<file path="src/bcc_cfg_pkg.sv">
package bcc_cfg_pkg;

   // ------------------------------------------------------------
   // Register offsets
   // ------------------------------------------------------------
   localparam logic [7:0] OFF_BACK_CHANNEL_CONFIG = 8'h58;
   localparam logic [7:0] OFF_DATAPATH_CONTROL_ONE = 8'h59;
   localparam logic [7:0] OFF_DATAPATH_CONTROL_TWO = 8'h5A;
   localparam logic [7:0] OFF_REMOTE_DEVICE_IDENTITY = 8'h5B;
   localparam logic [7:0] OFF_REMOTE_ALIAS_DECODE = 8'h5C;
   localparam logic [7:0] OFF_FAR_TARGET_ADDRESS_0 = 8'h5D;

   // ------------------------------------------------------------
   // Field positions
   // ------------------------------------------------------------
   localparam int BIT_PASS_ALL = 7;
   localparam int BIT_PASS_MATCH = 6;
   localparam int BIT_ACK_ALL = 5;
   localparam int BIT_FORCE_ON = 4;
   localparam int BIT_CRC_EN = 3;
   localparam int RATE_MSB = 2;
   localparam int BIT_BLOCK_LOAD = 7;
   localparam int GPIO_MSB = 1;
   localparam int ADDR_MSB = 7;
   localparam int ADDR_LSB = 1;
   localparam int BIT_HOLD_ID = 0;
   localparam int BIT_AUTOACK = 0;
   localparam int BIT_RW = 0;

   // ------------------------------------------------------------
   // Values after reset
   // ------------------------------------------------------------
   localparam logic RST_PASS_ALL = 1'b0;
   localparam logic RST_PASS_MATCH = 1'b0;
   localparam logic RST_ACK_ALL = 1'b0;
   localparam logic RST_FORCE_ON = 1'b1;
   localparam logic RST_CRC_EN = 1'b1;
   localparam logic [2:0] RST_RATE = 3'h0;
   localparam logic RST_FLAG = 1'b0;
   localparam logic [1:0] RST_GPIO = 2'h0;
   localparam logic [6:0] RST_ADDR7 = 7'h00;
   localparam logic [7:0] RST_RDATA = 8'h00;

   // ------------------------------------------------------------
   // Return link rate codes
   // ------------------------------------------------------------
   localparam logic [2:0] RATE_CODE_2M5 = 3'h0;
   localparam logic [2:0] RATE_CODE_10M = 3'h2;
   localparam logic [2:0] RATE_CODE_25M = 3'h5;
   localparam logic [2:0] RATE_CODE_50M = 3'h6;
   localparam logic [2:0] RATE_CODE_100M = 3'h7;

   typedef enum logic [5:0] {
      RATE_2M5 = 6'h01,
      RATE_10M = 6'h02,
      RATE_25M = 6'h04,
      RATE_50M = 6'h08,
      RATE_100M = 6'h10,
      RATE_RESERVED = 6'h20
   } rate_t;

   function automatic rate_t decode_rate(input logic [2:0] code);
      unique case (code)
         RATE_CODE_2M5: decode_rate = RATE_2M5;
         RATE_CODE_10M: decode_rate = RATE_10M;
         RATE_CODE_25M: decode_rate = RATE_25M;
         RATE_CODE_50M: decode_rate = RATE_50M;
         RATE_CODE_100M: decode_rate = RATE_100M;
         default: decode_rate = RATE_RESERVED;
      endcase
   endfunction

endpackage

</file>
<file path="src/fwd_cfg_if.sv">
`timescale 1ns/10ps
`default_nettype none

interface fwd_cfg_if;
   logic passAll;
   logic passMatch;
   logic ackAll;
   logic remoteAutoAck;
   logic [6:0] aliasAddr;
   logic [6:0] targetAddr;
   modport src (output passAll, passMatch, ackAll, remoteAutoAck, aliasAddr, targetAddr);
   modport sink (input passAll, passMatch, ackAll, remoteAutoAck, aliasAddr, targetAddr);
endinterface

`default_nettype wire

</file>
<file path="src/addr_forward_decode.sv">
`timescale 1ns/10ps
`default_nettype none

module addr_forward_decode (
   // Clock and reset
   input wire logic clk,
   input wire logic rst,
   // Configuration
   fwd_cfg_if.sink cfg,
   // Incoming address byte
   input wire logic txnValid,
   input wire logic [7:0] txnAddr,
   // Forward decision
   output logic fwdValid,
   output logic [7:0] fwdAddr,
   output logic localAck,
   output logic aliasHit
);

   logic match;
   logic isWrite;

   // A zero alias never matches, so the far target is unreachable
   assign match = (cfg.aliasAddr != bcc_cfg_pkg::RST_ADDR7) &&
                  (txnAddr[bcc_cfg_pkg::ADDR_MSB:bcc_cfg_pkg::ADDR_LSB] == cfg.aliasAddr);
   assign isWrite = !txnAddr[bcc_cfg_pkg::BIT_RW];

   always_ff @(posedge clk) begin
      if (rst) begin
         fwdValid <= 1'b0;
         fwdAddr <= bcc_cfg_pkg::RST_RDATA;
         localAck <= 1'b0;
         aliasHit <= 1'b0;
      end else begin
         fwdValid <= txnValid && (cfg.passAll || (cfg.passMatch && match));
         localAck <= txnValid && isWrite && (cfg.ackAll || (cfg.remoteAutoAck && match));
         aliasHit <= txnValid && match;
         if (txnValid) begin
            // Direction bit is carried over unchanged
            fwdAddr <= match ? {cfg.targetAddr, txnAddr[bcc_cfg_pkg::BIT_RW]} : txnAddr;
         end
      end
   end
endmodule

`default_nettype wire

</file>
<file path="src/back_channel_i2c_forward_config.sv">
`timescale 1ns/10ps
`default_nettype none

module back_channel_i2c_forward_config (
   // Clock and reset
   input wire logic clk,
   input wire logic rst,
   // Local host register access
   input wire logic locWrite,
   input wire logic locRead,
   input wire logic [7:0] locAddr,
   input wire logic [7:0] locWdata,
   output logic [7:0] regRdata,
   // Remote register writes over the control channel
   input wire logic remWrite,
   input wire logic [7:0] remAddr,
   input wire logic [7:0] remWdata,
   // Forward channel loads
   input wire logic fcDatapathValid,
   input wire logic [1:0] fcGpioCount,
   input wire logic fcIdValid,
   input wire logic [6:0] fcId,
   // Power-down pin and straps
   input wire logic power_down_bar_pin,
   input wire logic [2:0] rateStrap,
   // Transactions from local host
   input wire logic txnValid,
   input wire logic [7:0] txnAddr,
   // Forward decision
   output logic fwdValid,
   output logic [7:0] fwdAddr,
   output logic localAck,
   output logic aliasHit,
   // Return link controls
   output logic returnLinkEnable,
   output logic return_link_crc_gen_en,
   output logic [2:0] return_link_rate_sel,
   output bcc_cfg_pkg::rate_t returnLinkRate,
   output logic [1:0] inbound_gpio_count
);

   // ------------------------------------------------------------
   // Register state
   // ------------------------------------------------------------
   logic passAll;
   logic passMatch;
   logic ackAll;
   logic return_link_force_on;
   logic block_remote_load;
   logic [6:0] remote_device_identity;
   logic hold_remote_identity;
   logic [6:0] remote_alias_addr;
   logic remote_write_autoack;
   logic [6:0] far_target_addr0;
   logic powerPinPrev;

   // Local access wins a same-cycle collision; the remote write is lost
   logic anyWrite;
   logic fromLocal;
   logic [7:0] wAddr;
   logic [7:0] wData;

   assign anyWrite = locWrite || remWrite;
   assign fromLocal = locWrite;
   assign wAddr = locWrite ? locAddr : remAddr;
   assign wData = locWrite ? locWdata : remWdata;

   function automatic logic regHit(input logic en, input logic [7:0] addr, input logic [7:0] off);
      regHit = en && (addr == off);
   endfunction

   logic wrConfig;
   logic wrDatapath;
   logic wrIdentity;
   logic wrAlias;
   logic wrTarget;

   assign wrConfig = regHit(anyWrite, wAddr, bcc_cfg_pkg::OFF_BACK_CHANNEL_CONFIG);
   assign wrDatapath = regHit(anyWrite, wAddr, bcc_cfg_pkg::OFF_DATAPATH_CONTROL_ONE);
   assign wrIdentity = regHit(anyWrite, wAddr, bcc_cfg_pkg::OFF_REMOTE_DEVICE_IDENTITY);
   assign wrAlias = regHit(anyWrite, wAddr, bcc_cfg_pkg::OFF_REMOTE_ALIAS_DECODE);
   assign wrTarget = regHit(anyWrite, wAddr, bcc_cfg_pkg::OFF_FAR_TARGET_ADDRESS_0);

   // ------------------------------------------------------------
   // Back channel configuration
   // ------------------------------------------------------------
   always_ff @(posedge clk) begin
      if (rst) begin
         passAll <= bcc_cfg_pkg::RST_PASS_ALL;
         passMatch <= bcc_cfg_pkg::RST_PASS_MATCH;
         ackAll <= bcc_cfg_pkg::RST_ACK_ALL;
         return_link_crc_gen_en <= bcc_cfg_pkg::RST_CRC_EN;
      end else if (wrConfig) begin
         passAll <= wData[bcc_cfg_pkg::BIT_PASS_ALL];
         passMatch <= wData[bcc_cfg_pkg::BIT_PASS_MATCH];
         ackAll <= wData[bcc_cfg_pkg::BIT_ACK_ALL];
         return_link_crc_gen_en <= wData[bcc_cfg_pkg::BIT_CRC_EN];
      end
   end

   always_ff @(posedge clk) begin
      if (rst) begin
         return_link_force_on <= bcc_cfg_pkg::RST_FORCE_ON;
      end else if (wrConfig && fromLocal) begin
         return_link_force_on <= wData[bcc_cfg_pkg::BIT_FORCE_ON];
      end
   end

   // Pin rise detected against its registered copy; the strap is caught on the clock after its rise
   always_ff @(posedge clk) begin
      if (rst) begin
         powerPinPrev <= 1'b0;
      end else begin
         powerPinPrev <= power_down_bar_pin;
      end
   end

   // Remote rate changes may corrupt traffic briefly; the far side copes
   always_ff @(posedge clk) begin
      if (rst) begin
         return_link_rate_sel <= bcc_cfg_pkg::RST_RATE;
      end else if (power_down_bar_pin && !powerPinPrev) begin
         return_link_rate_sel <= rateStrap;
      end else if (wrConfig) begin
         return_link_rate_sel <= wData[bcc_cfg_pkg::RATE_MSB:0];
      end
   end

   assign returnLinkRate = bcc_cfg_pkg::decode_rate(return_link_rate_sel);
   assign returnLinkEnable = return_link_force_on || passAll || passMatch;

   // ------------------------------------------------------------
   // Datapath control
   // ------------------------------------------------------------
   always_ff @(posedge clk) begin
      if (rst) begin
         block_remote_load <= bcc_cfg_pkg::RST_FLAG;
      end else if (wrDatapath) begin
         block_remote_load <= wData[bcc_cfg_pkg::BIT_BLOCK_LOAD];
      end
   end

   // Write gate uses the stored block bit, not the one in the same write
   always_ff @(posedge clk) begin
      if (rst) begin
         inbound_gpio_count <= bcc_cfg_pkg::RST_GPIO;
      end else if (wrDatapath && block_remote_load) begin
         inbound_gpio_count <= wData[bcc_cfg_pkg::GPIO_MSB:0];
      end else if (fcDatapathValid && !block_remote_load) begin
         inbound_gpio_count <= fcGpioCount;
      end
   end

   // ------------------------------------------------------------
   // Remote identity, alias and target
   // ------------------------------------------------------------
   always_ff @(posedge clk) begin
      if (rst) begin
         remote_device_identity <= bcc_cfg_pkg::RST_ADDR7;
         hold_remote_identity <= bcc_cfg_pkg::RST_FLAG;
      end else if (wrIdentity) begin
         remote_device_identity <= wData[bcc_cfg_pkg::ADDR_MSB:bcc_cfg_pkg::ADDR_LSB];
         hold_remote_identity <= wData[bcc_cfg_pkg::BIT_HOLD_ID];
      end else if (fcIdValid && !hold_remote_identity) begin
         remote_device_identity <= fcId;
      end
   end

   always_ff @(posedge clk) begin
      if (rst) begin
         remote_alias_addr <= bcc_cfg_pkg::RST_ADDR7;
         remote_write_autoack <= bcc_cfg_pkg::RST_FLAG;
      end else if (wrAlias) begin
         remote_alias_addr <= wData[bcc_cfg_pkg::ADDR_MSB:bcc_cfg_pkg::ADDR_LSB];
         remote_write_autoack <= wData[bcc_cfg_pkg::BIT_AUTOACK];
      end
   end

   always_ff @(posedge clk) begin
      if (rst) begin
         far_target_addr0 <= bcc_cfg_pkg::RST_ADDR7;
      end else if (wrTarget) begin
         far_target_addr0 <= wData[bcc_cfg_pkg::ADDR_MSB:bcc_cfg_pkg::ADDR_LSB];
      end
   end

   // ------------------------------------------------------------
   // Read-back
   // ------------------------------------------------------------
   logic [7:0] next_regRdata;

   always_comb begin
      next_regRdata = bcc_cfg_pkg::RST_RDATA;
      unique case (locAddr)
         bcc_cfg_pkg::OFF_BACK_CHANNEL_CONFIG:
            next_regRdata = {passAll, passMatch, ackAll, return_link_force_on,
                             return_link_crc_gen_en, return_link_rate_sel};
         bcc_cfg_pkg::OFF_DATAPATH_CONTROL_ONE:
            next_regRdata = {block_remote_load, 5'h00, inbound_gpio_count};
         bcc_cfg_pkg::OFF_REMOTE_DEVICE_IDENTITY:
            next_regRdata = {remote_device_identity, hold_remote_identity};
         bcc_cfg_pkg::OFF_REMOTE_ALIAS_DECODE:
            next_regRdata = {remote_alias_addr, remote_write_autoack};
         bcc_cfg_pkg::OFF_FAR_TARGET_ADDRESS_0:
            next_regRdata = {far_target_addr0, 1'b0};
         default:
            next_regRdata = bcc_cfg_pkg::RST_RDATA;
      endcase
   end

   always_ff @(posedge clk) begin
      if (rst) begin
         regRdata <= bcc_cfg_pkg::RST_RDATA;
      end else if (locRead) begin
         regRdata <= next_regRdata;
      end
   end

   // ------------------------------------------------------------
   // Address decode and remap
   // ------------------------------------------------------------
   fwd_cfg_if cfg ();

   assign cfg.passAll = passAll;
   assign cfg.passMatch = passMatch;
   assign cfg.ackAll = ackAll;
   assign cfg.remoteAutoAck = remote_write_autoack;
   assign cfg.aliasAddr = remote_alias_addr;
   assign cfg.targetAddr = far_target_addr0;

   addr_forward_decode decode (
      .clk(clk),
      .rst(rst),
      .cfg(cfg),
      .txnValid(txnValid),
      .txnAddr(txnAddr),
      .fwdValid(fwdValid),
      .fwdAddr(fwdAddr),
      .localAck(localAck),
      .aliasHit(aliasHit)
   );
endmodule

`default_nettype wire

</file>
<file path="config.mk">
export PLATFORM = sky130hd
export DESIGN_NAME = back_channel_i2c_forward_config
export DESIGN_NICKNAME = d
export VERILOG_FILES = /design/src/bcc_cfg_pkg.sv /design/src/fwd_cfg_if.sv /design/src/addr_forward_decode.sv /design/src/back_channel_i2c_forward_config.sv
export SDC_FILE = /design/constraint.sdc
export NUM_CORES = 1
export LEC_CHECK = 0
export ABC_AREA = 1
export BUFFER_PORTS_ARGS = -buffer_cell sky130_fd_sc_hd__buf_2
export CAP_MARGIN = 0
export CORE_ASPECT_RATIO = 1.2
export CORE_MARGIN = 2
export CORE_UTILIZATION = 38
export CTS_CLUSTER_SIZE = 30
export DETAILED_ROUTE_END_ITERATION = 7
export GPL_TIMING_DRIVEN = 0
export REMOVE_ABC_BUFFERS = 1
export SYNTH_ARGS = -nofsm -noshare
export SYNTH_HDL_FRONTEND = slang
export SYNTH_HIERARCHICAL = 1
export SYNTH_SLANG_ARGS = --single-unit
</file>
<file path="constraint.sdc">
create_clock -name clk -period 3.7 [get_ports clk]
set_clock_uncertainty 0.05 [all_clocks]
set_input_delay 0 -clock clk [delete_from_list [all_inputs] [get_ports clk]]
set_output_delay 0 -clock clk [all_outputs]
set_load 0.02 [all_outputs]
</file>
# == Yosys cells after proc, flatten, opt, wreduce, memory -nomap -nowiden ==
# Index checks and enable logic that the tools add are counted.
# word_totals
reg_bits,54
inputBits,61
word_cells,76
# classes
eq_ne,15
muxes,11
reduce_logical,31
# op_table
operator,n
"== test 8 x 7 -> 1 bit, second input constant",10
one-hot mux 8 bit (5 select lines),1
one-hot mux 6 bit (5 select lines),1
two-way mux 8 bit,3
logical AND 1 bit,17
two-way mux 7 bit,2
"== test 3 bit, second input constant",3
== test 7 bit,1
nonzero test 7 bit,1
two-way mux 3 bit,2
nonzero test 2 bit,3
logical OR 1 bit,5
zero test 1 bit,4
two-way mux 2 bit,2
"== test 3 x 2 -> 1 bit, second input constant",1
zero test 3 bit,1

# == Logic depth before layout (Yosys ltp) ==
# Gate-level depths: netlist of run 1.
# depth
depth_word,5
depth_mapped,12
ltp_nobuf,10

# == By module ==
# The synthesis of run 1 kept the hierarchy.
# modules_own_cells
mod,instances,cells_per_inst,area_per_inst_um2,seq_area_each_um2
back_channel_i2c_forward_config,1,356,2391.0,860.8
addr_forward_decode,1,116,711.9,220.2

# == Least setup slack after synthesis of run 1 ==
# No wires, ideal clock.
# synth_path
kind,register to output
startpoint,register return_link_rate_sel[0]
endpoint,output returnLinkRate[5]
arrival_time_ns,1.232
path_slack_ns,2.418
stages_incl_launch_ff,3
path_cell_list,dfxtp_1 nor3_1 nor2_1
# synth_via
elab_chain_len,2
word_cells_on_any_way,6
cone_classes,eq/ne (4); mux (1); reduce/logical (1)
# synth_lines
item,line_no,rtl
from (decl),back_channel_i2c_forward_config.sv:37,"output logic [2:0] return_link_rate_sel,"
from (signal assigned),back_channel_i2c_forward_config.sv:121,return_link_rate_sel <= bcc_cfg_pkg::RST_RATE;
from (signal assigned),back_channel_i2c_forward_config.sv:123,return_link_rate_sel <= rateStrap;
from (signal assigned),back_channel_i2c_forward_config.sv:125,return_link_rate_sel <= wData[bcc_cfg_pkg::RATE_MSB:0];
== test 3 bit (tied with other cells),bcc_cfg_pkg.sv:63,unique case (code)
one-hot mux 6 bit (5 select lines) (*),bcc_cfg_pkg.sv:63,
to (decl),back_channel_i2c_forward_config.sv:38,"output bcc_cfg_pkg::rate_t returnLinkRate,"
# Mark *: on every way between the ends. The rest lies on a longest branch, timed or not.

# == Final worst setup path of run 1 ==
# layout_path
startpoint,input locAddr[5]
endpoint,register regRdata[4]
# layout_via
elab_chain_len,2
word_cells_on_any_way,6
cone_classes,eq/ne (5); mux (1)
# layout_lines
item,line_no,rtl
from (decl),back_channel_i2c_forward_config.sv:11,"input wire logic [7:0] locAddr,"
== test 8 x 7 -> 1 bit,back_channel_i2c_forward_config.sv:194,unique case (locAddr)
one-hot mux 8 bit (5 select lines) (*),back_channel_i2c_forward_config.sv:194,
to (signal assigned),back_channel_i2c_forward_config.sv:213,regRdata <= bcc_cfg_pkg::RST_RDATA;
to (signal assigned),back_channel_i2c_forward_config.sv:215,regRdata <= next_regRdata;
to (decl),back_channel_i2c_forward_config.sv:13,"output logic [7:0] regRdata,"
# Marks and branches as above.
# A chain may end at the register's enable or synchronous reset.

==> metrics.txt, run 1 <==
drt first pass iters=4; met1 Use GR=a little under a quarter; post-CTS setup buffer count=0; fillers=about 900; TritonCTS buffer count=5; Post-Layout Cell Count=662; hold_ws=-0.00421 ns; Max Slew Vio Count=0; fin nets=about 630; Core Footprint=~8000 sq um; status=finished with violations; Setup Viol. Count Final=0; ANT nets after route=0; synthesis warning total=6; Initial Util=between 30 and 40%; Setup crit end kind=flip-flop; initial antenna violation count=0; Core Rows=36; vias per cell=about 4.9; first-pass GRT wire length=roughly 14 mm; synthesized area=between 3000 and 4000 sq um; maximum clock path buffer count=2; unrepaired setup endpoints after global routing=false; share of layout cells above drive strength 1=23.8%; H-Tree Depth=2; number of max-cap violations=0; Placed Cells=between 600 and 700; hold buffers post-CTS=13; met2 usage=34.6%; Tot GR Track Use=a little under a fifth; dpl hpwl=about 6.3 mm; via count=between 3000 and 4000; Register-to-Register Path Depth=9; LEAKAGE=1.78 nW; chip height=approximately 100 um; Synth Area in XOR/XNOR=0%; worst-path fanout max=23; CP Data Required Time=a little under 4 ns; Die ar.=8910 sq um; Final TNS setup=0 ns; hold path cells=5; Final period util=approximately 41%; FMAX=approximately 0.66 GHz; Final Total Pwr=between 1 and 1.5 mW; pwr/cell area=just over 300 nW/um^2; Root Driver=clkbuf_8; CTS tree=yes; largest family of logic cells by synthesized area=simple AND/OR/NAND/NOR gates; ant diodes=0; clk slew on worst S/H paths=~0.1 ns; port bufs=approximately 90; failing checks=hold timing; M3 GR Usage=2.72%; Compound-Gate Fraction of Synth Area=between 15 and 20%; CTS resizes=0; Worst VDD drop=0.157 mV; vias in the first global route=between 2000 and 3000; DIE WIDTH=86.5 um; 1st-iter DRT viols=about 140; sequential share of the synthesized area=34.8%; wirelength, routed=roughly 8.3 mm; WP data arrival=around 1.7 ns; worst-skew pair later-pin latency=approximately 0.32 ns; global placement routability congestion=0.870; Post-Syn Area per Cell=approximately 6.6 sq um; total grt overflow=0; Synth Area in Simple Gates=35.9%; Synth Area in Adders=0%; Netlist cell types=31; crit path time final=around 1.5 ns; Ports=93; post-synthesis instance total=between 400 and 500; GRT busiest layer=met2; Avg WL per Cell=12.5 um; mux cell area share after synthesis=0%; clk sinks=54; P&R area growth vs syn=21.5%; Slew headroom=53.9%; WS Path Type=in -> reg; #FFs+latches synth=54; Slew @ Worst Pin=between 0.6 and 0.7 ns; DRC=0; largest net degree at the start of global routing=25; Hold Fails Final Rpt=3; Hold WC Path Type=in -> reg; CP Launch Type=primary input
[report_power, final]
group / switching (mW) / total (mW) / internal, mW
sequential: 0.00981 / 0.608 / 0.598
combinational: 0.127 / 0.206 / 0.0790
clock: 0.199 / 0.350 / 0.151
total: 0.336 / 1.16 / 0.828
[cells in the mapped netlist]
cell type | count | area [sq um]
nand2_1 | 107 | 402
nor2_1 | 65 | 244
dfxtp_1 | 54 | 1080
inv_1 | 52 | 195
o21ai_0 | 42 | 210
nand3_1 | 40 | 200
a21oi_1 | 39 | 195
nand2_2 | 9 | 56.3
buf_6 | 7 | 78.8
clkbuf_1 | 6 | 22.5
inv_2 | 5 | 18.8
nand3_2 | 5 | 50.1
nand4_1 | 5 | 31.3
o211ai_1 | 5 | 37.5
buf_2 | 4 | 20.0
nor2_2 | 3 | 18.8
nor3_1 | 3 | 15.0
o21a_1 | 3 | 22.5
a21oi_2 | 2 | 17.5
a21oi_4 | 2 | 32.5
nand2_4 | 2 | 22.5
nand3_4 | 2 | 35.0
o22ai_1 | 2 | 12.5
and2_1 | 1 | 6.26
and3_1 | 1 | 6.26
buf_8 | 1 | 15.0
inv_6 | 1 | 8.76
nor2_8 | 1 | 20.0
o211ai_2 | 1 | 12.5
o21ai_2 | 1 | 8.76
or2_2 | 1 | 6.26
[path summary, 6_finish.rpt]
check	start	endpoint	slack, ns
worst min register to register	cfg.passMatch$_SDFFE_PP0P_	decode/fwdValid$_SDFF_PP0_	0.40
worst max register to register	cfg.aliasAddr[2]$_SDFFE_PP0P_	decode/fwdValid$_SDFF_PP0_	2.28
worst min-delay path	fcId[4]	remote_device_identity[4]$_SDFFE_PP0P_	-0.004
worst max-delay path	locAddr[5]	regRdata[4]$_SDFFE_PP0P_	2.18
[layout by cell type (no fill, tap or decap), drive strengths merged]
master	synthesis	final
nor2	69	69
nand2	118	118
clkinvlp	0	1
o21a	3	3
inv	58	58
clkinv	0	1
nand4	5	5
or2	1	1
and3	1	1
clkbuf	6	6
and2	1	1
o211ai	6	6
o22ai	2	2
buf	12	92
dlygate4sd3	0	13
a21oi	43	43
dfxtp	54	54
nand3	47	47
o21ai	43	43
nor3	3	3
[through the flow]
step | setup WS, ns | cell area [sq um] | hold slack [ns] | utilization (%)
floorplan | 2.42 | 2970 | 0.0124 | -
finish | 2.18 | 3770 | -0.00421 | 47.0
detailed placement | 1.86 | 3550 | 0.178 | 44.2
global placement | 1.85 | 3550 | 0.166 | 44.2
global route | 1.97 | 3770 | 0.0108 | 47.0
CTS | 2.19 | 3770 | 0.00222 | 47.0
[worst max-delay path, stage by stage]
cell and delay (ns):
buf_2 0.10, nor2_1 0.13, nand2_1 0.08, inv_1 0.51
nand3_1 0.40, o21ai_0 0.25, o21ai_0 0.12, a21oi_1 0.14
[area by class of cell]
type                       count  area (sq um)  area share, %
clock buffer                   6          82.6           2.19
clock inverter                 2          12.5          0.332
inverter                      58           223           5.91
multi-input combinational    342          1660           44.1
sequential                    54          1080           28.7
tap                           95           119           3.15
timing repair buffer         105           591           15.7
[flip-flops by register name, indices dropped and copies added (netlist names), 2 cells and up]
| signal | cells |
|---|---|
| decode/fwdAddr | 8 |
| remote_device_identity | 7 |
| cfg.aliasAddr | 7 |
| inbound_gpio_count | 2 |
| return_link_rate_sel | 3 |
| regRdata | 8 |
| cfg.targetAddr | 7 |
[metal layers]
layer / part of all wire (%) / wire, um / vias to the layer above
li1: - / - / 1706
met1: 45 / 3700 / 1426
met2: 50 / 4120 / 84
met3: 4.5 / 374 / 9
met4: 1.1 / 95 / 0
met5: 0 / 0 / -
[cells by family after synthesis]
| family | Yosys count |
|---|---|
| compound gates | 97 |
| flops | 54 |
| buf+inv | 76 |
| simple gates | 245 |
(Power assumes the default switching activity.)
==> inputs of run 2 (changes only) <==
clock period = 1.6 ns   (was 3.7 ns; I/O delays follow)
==> run 2 against run 1 <==
- the run still ends with hold timing left
- critical endpoint is now decode/fwdValid$_SDFF_PP0_
- first-iteration DRC count is 5.9% lower
- die area did not move
- register-to-register slack worse by 2.1 ns
==> metrics.txt, run 2 (synthesis gave the netlist of run 1 again) <==
Setup Viol. Count Final=0; Initial Util=between 30 and 40%; Ports=93; Hold Fails Final Rpt=1; Max Slew Vio Count=0; initial antenna violation count=0; vias in the first global route=between 2000 and 3000; hold_ws=-0.00320 ns; ANT nets after route=0; failing checks=hold timing; largest net degree at the start of global routing=25; Hold WC Path Type=in -> reg; Final Total Pwr=approximately 2.7 mW; Reg power frac=a little over half; P&R area growth vs syn=22.0%; Worst VDD drop=roughly 0.36 mV; start point of the worst hold path=fcId[4]; share of layout cells above drive strength 1=24.2%; dpl hpwl=between 6 and 7 mm; Core Footprint=~8000 sq um; CP most frequent cell=nand2_1; pre-CTS setup slack=-0.238 ns; clock power share=29.9%; wirelength, routed=a little over 8 mm; Buf/Inv on CP=1; 1st-iter DRT viols=between 100 and 150; Worst Hold End=remote_device_identity[4]$_SDFFE_PP0P_; global placement routability congestion=0.870; crit path time final=approximately 1.4 ns; Die ar.=slightly below 9000 sq um; LEAKAGE=approximately 1.8 nW; DIE WIDTH=~86 um; WS Path Type=reg -> reg; TritonCTS buffer count=5; DRC=0; switching pwr=a little under 0.8 mW; clk slew on worst S/H paths=approximately 0.1 ns; setup ws final=~0.18 ns; Register-to-Register Path Depth=9; hold path cells=5; most common cell after layout, fill and taps aside=nand2_1; worst-path fanout max=16; Power Internal=1.92 mW; Root Driver=clkbuf_8; CP Launch Type=flip-flop; most frequent cells in the layout=nand2_1, buf_2, nor2_1; CP Data Required Time=1.81 ns; crit-path leading delay family=simple AND/OR/NAND/NOR gates; vias per cell=roughly 4.9; H-Tree Depth=2; worst r2r dst=decode/fwdValid$_SDFF_PP0_; fin nets=627; number of max-cap violations=0; Final period util=between 80% and 90%; Tot GR Track Use=19.1%; total grt overflow=0; Regs by FF count=decode/fwdAddr x8, regRdata x8; status=finished with violations; maximum clock path buffer count=2; reg-to-reg critical path startpoint=cfg.aliasAddr[2]$_SDFFE_PP0P_; Final Cell Area=3780 sq um; FMAX=approximately 0.7 GHz; Post-Layout Cell Count=between 600 and 700; CP peak stage delay=about 0.43 ns; Slowest cell on crit path=dfxtp_1; Gate power share=around 18%; R2R Setup Slk=0.18 ns; via count=roughly 3200; worst-skew pair later-pin latency=approximately 0.31 ns; pwr/cell area=roughly 700 nW/um^2; clk sinks=54; Setup crit end kind=flip-flop; Avg WL per Cell=12.5 um; WP data arrival=around 1.6 ns; Core Rows=36; ant diodes=0; Placed Cells=between 600 and 700; CTS tree=yes; port bufs=92; Slew headroom=about 54%; area post-placement=3550 sq um; drt first pass iters=4; first-pass GRT wire length=13.6 mm; sw frac=between 20 and 30%; chip height=between 100 and 150 um; Final TNS setup=0 ns; unrepaired setup endpoints after global routing=false; final core utilization=47.2%; post-CTS setup buffer count=0; CP cell instances=inv_1 -> nand2_1 -> nand2_1 -> nor2_2 -> nand2_2 -> nor2_8 -> and3_1 -> nand2_1 -> nand2_1; Slew @ Worst Pin=just under 0.7 ns
## run 2: changes by cell type in the layout (fill, tap and decap cells not counted)
cell        change
clkinvlp_4      +1
inv_1           -1
nand2_1         -1
nand2_2         +1
nand3_2         -1
nand3_4         +1
## run 2: cell type report
cell class                 instances  area (sq um)
inverter                          58           226
fill                             880          4230
multi-input combinational        342          1670
sequential                        54          1080
clock inverter                     2          12.5
tap                               95           119
clock buffer                       6          82.6
timing repair buffer             105           591
## run 2: how the worst max path moves through the flow
stage / start / end / slack (ns) / depth (start not counted)
global placement: locAddr[5] / regRdata[4]$_SDFFE_PP0P_ / -0.25 / 8
floorplan: return_link_rate_sel[0]$_SDFFE_PP0P_ / returnLinkRate[5] / 0.32 / 2
global route: cfg.aliasAddr[2]$_SDFFE_PP0P_ / decode/fwdValid$_SDFF_PP0_ / 0.01 / 9
finish: cfg.aliasAddr[2]$_SDFFE_PP0P_ / decode/fwdValid$_SDFF_PP0_ / 0.18 / 9
CTS: locAddr[5] / regRdata[4]$_SDFFE_PP0P_ / 0.09 / 8
detailed placement: locAddr[5] / regRdata[4]$_SDFFE_PP0P_ / -0.24 / 8
## run 2: power groups by stage
stage	sequential, mW	combinational [mW]	clock [mW]
6_report	1.41	0.482	0.806
5_1_grt	1.41	0.542	0.882
4_1_cts	1.41	0.481	0.817
3_5_place_dp	1.44	0.456	0
3_3_place_gp	1.44	0.453	0
2_1_floorplan	1.46	0.238	0
## run 2: routing by layer
layer | up-vias | part of all wire, % | GRT usage, %
met1 | 1438 | 44 | 23.9
met2 | 86 | 50 | 34.6
li1 | 1703 | - | -
met5 | - | 0 | 0
met3 | 10 | 4.3 | 2.72
met4 | 0 | 1.2 | 4.69
## run 2: what timing repair did
item	4_1_cts	5_1_grt
setup endpoints to repair	0	13
hold endpoints to repair	15	0
gates resized for setup	0	3
hold buffers	13	0
## run 2: worst reg2reg max path, delay by kind of cell (launching register included)
kind	cells	cell delay [ns]
simple gates	8	0.82
flops	1	0.43
buf+inv	1	0.06
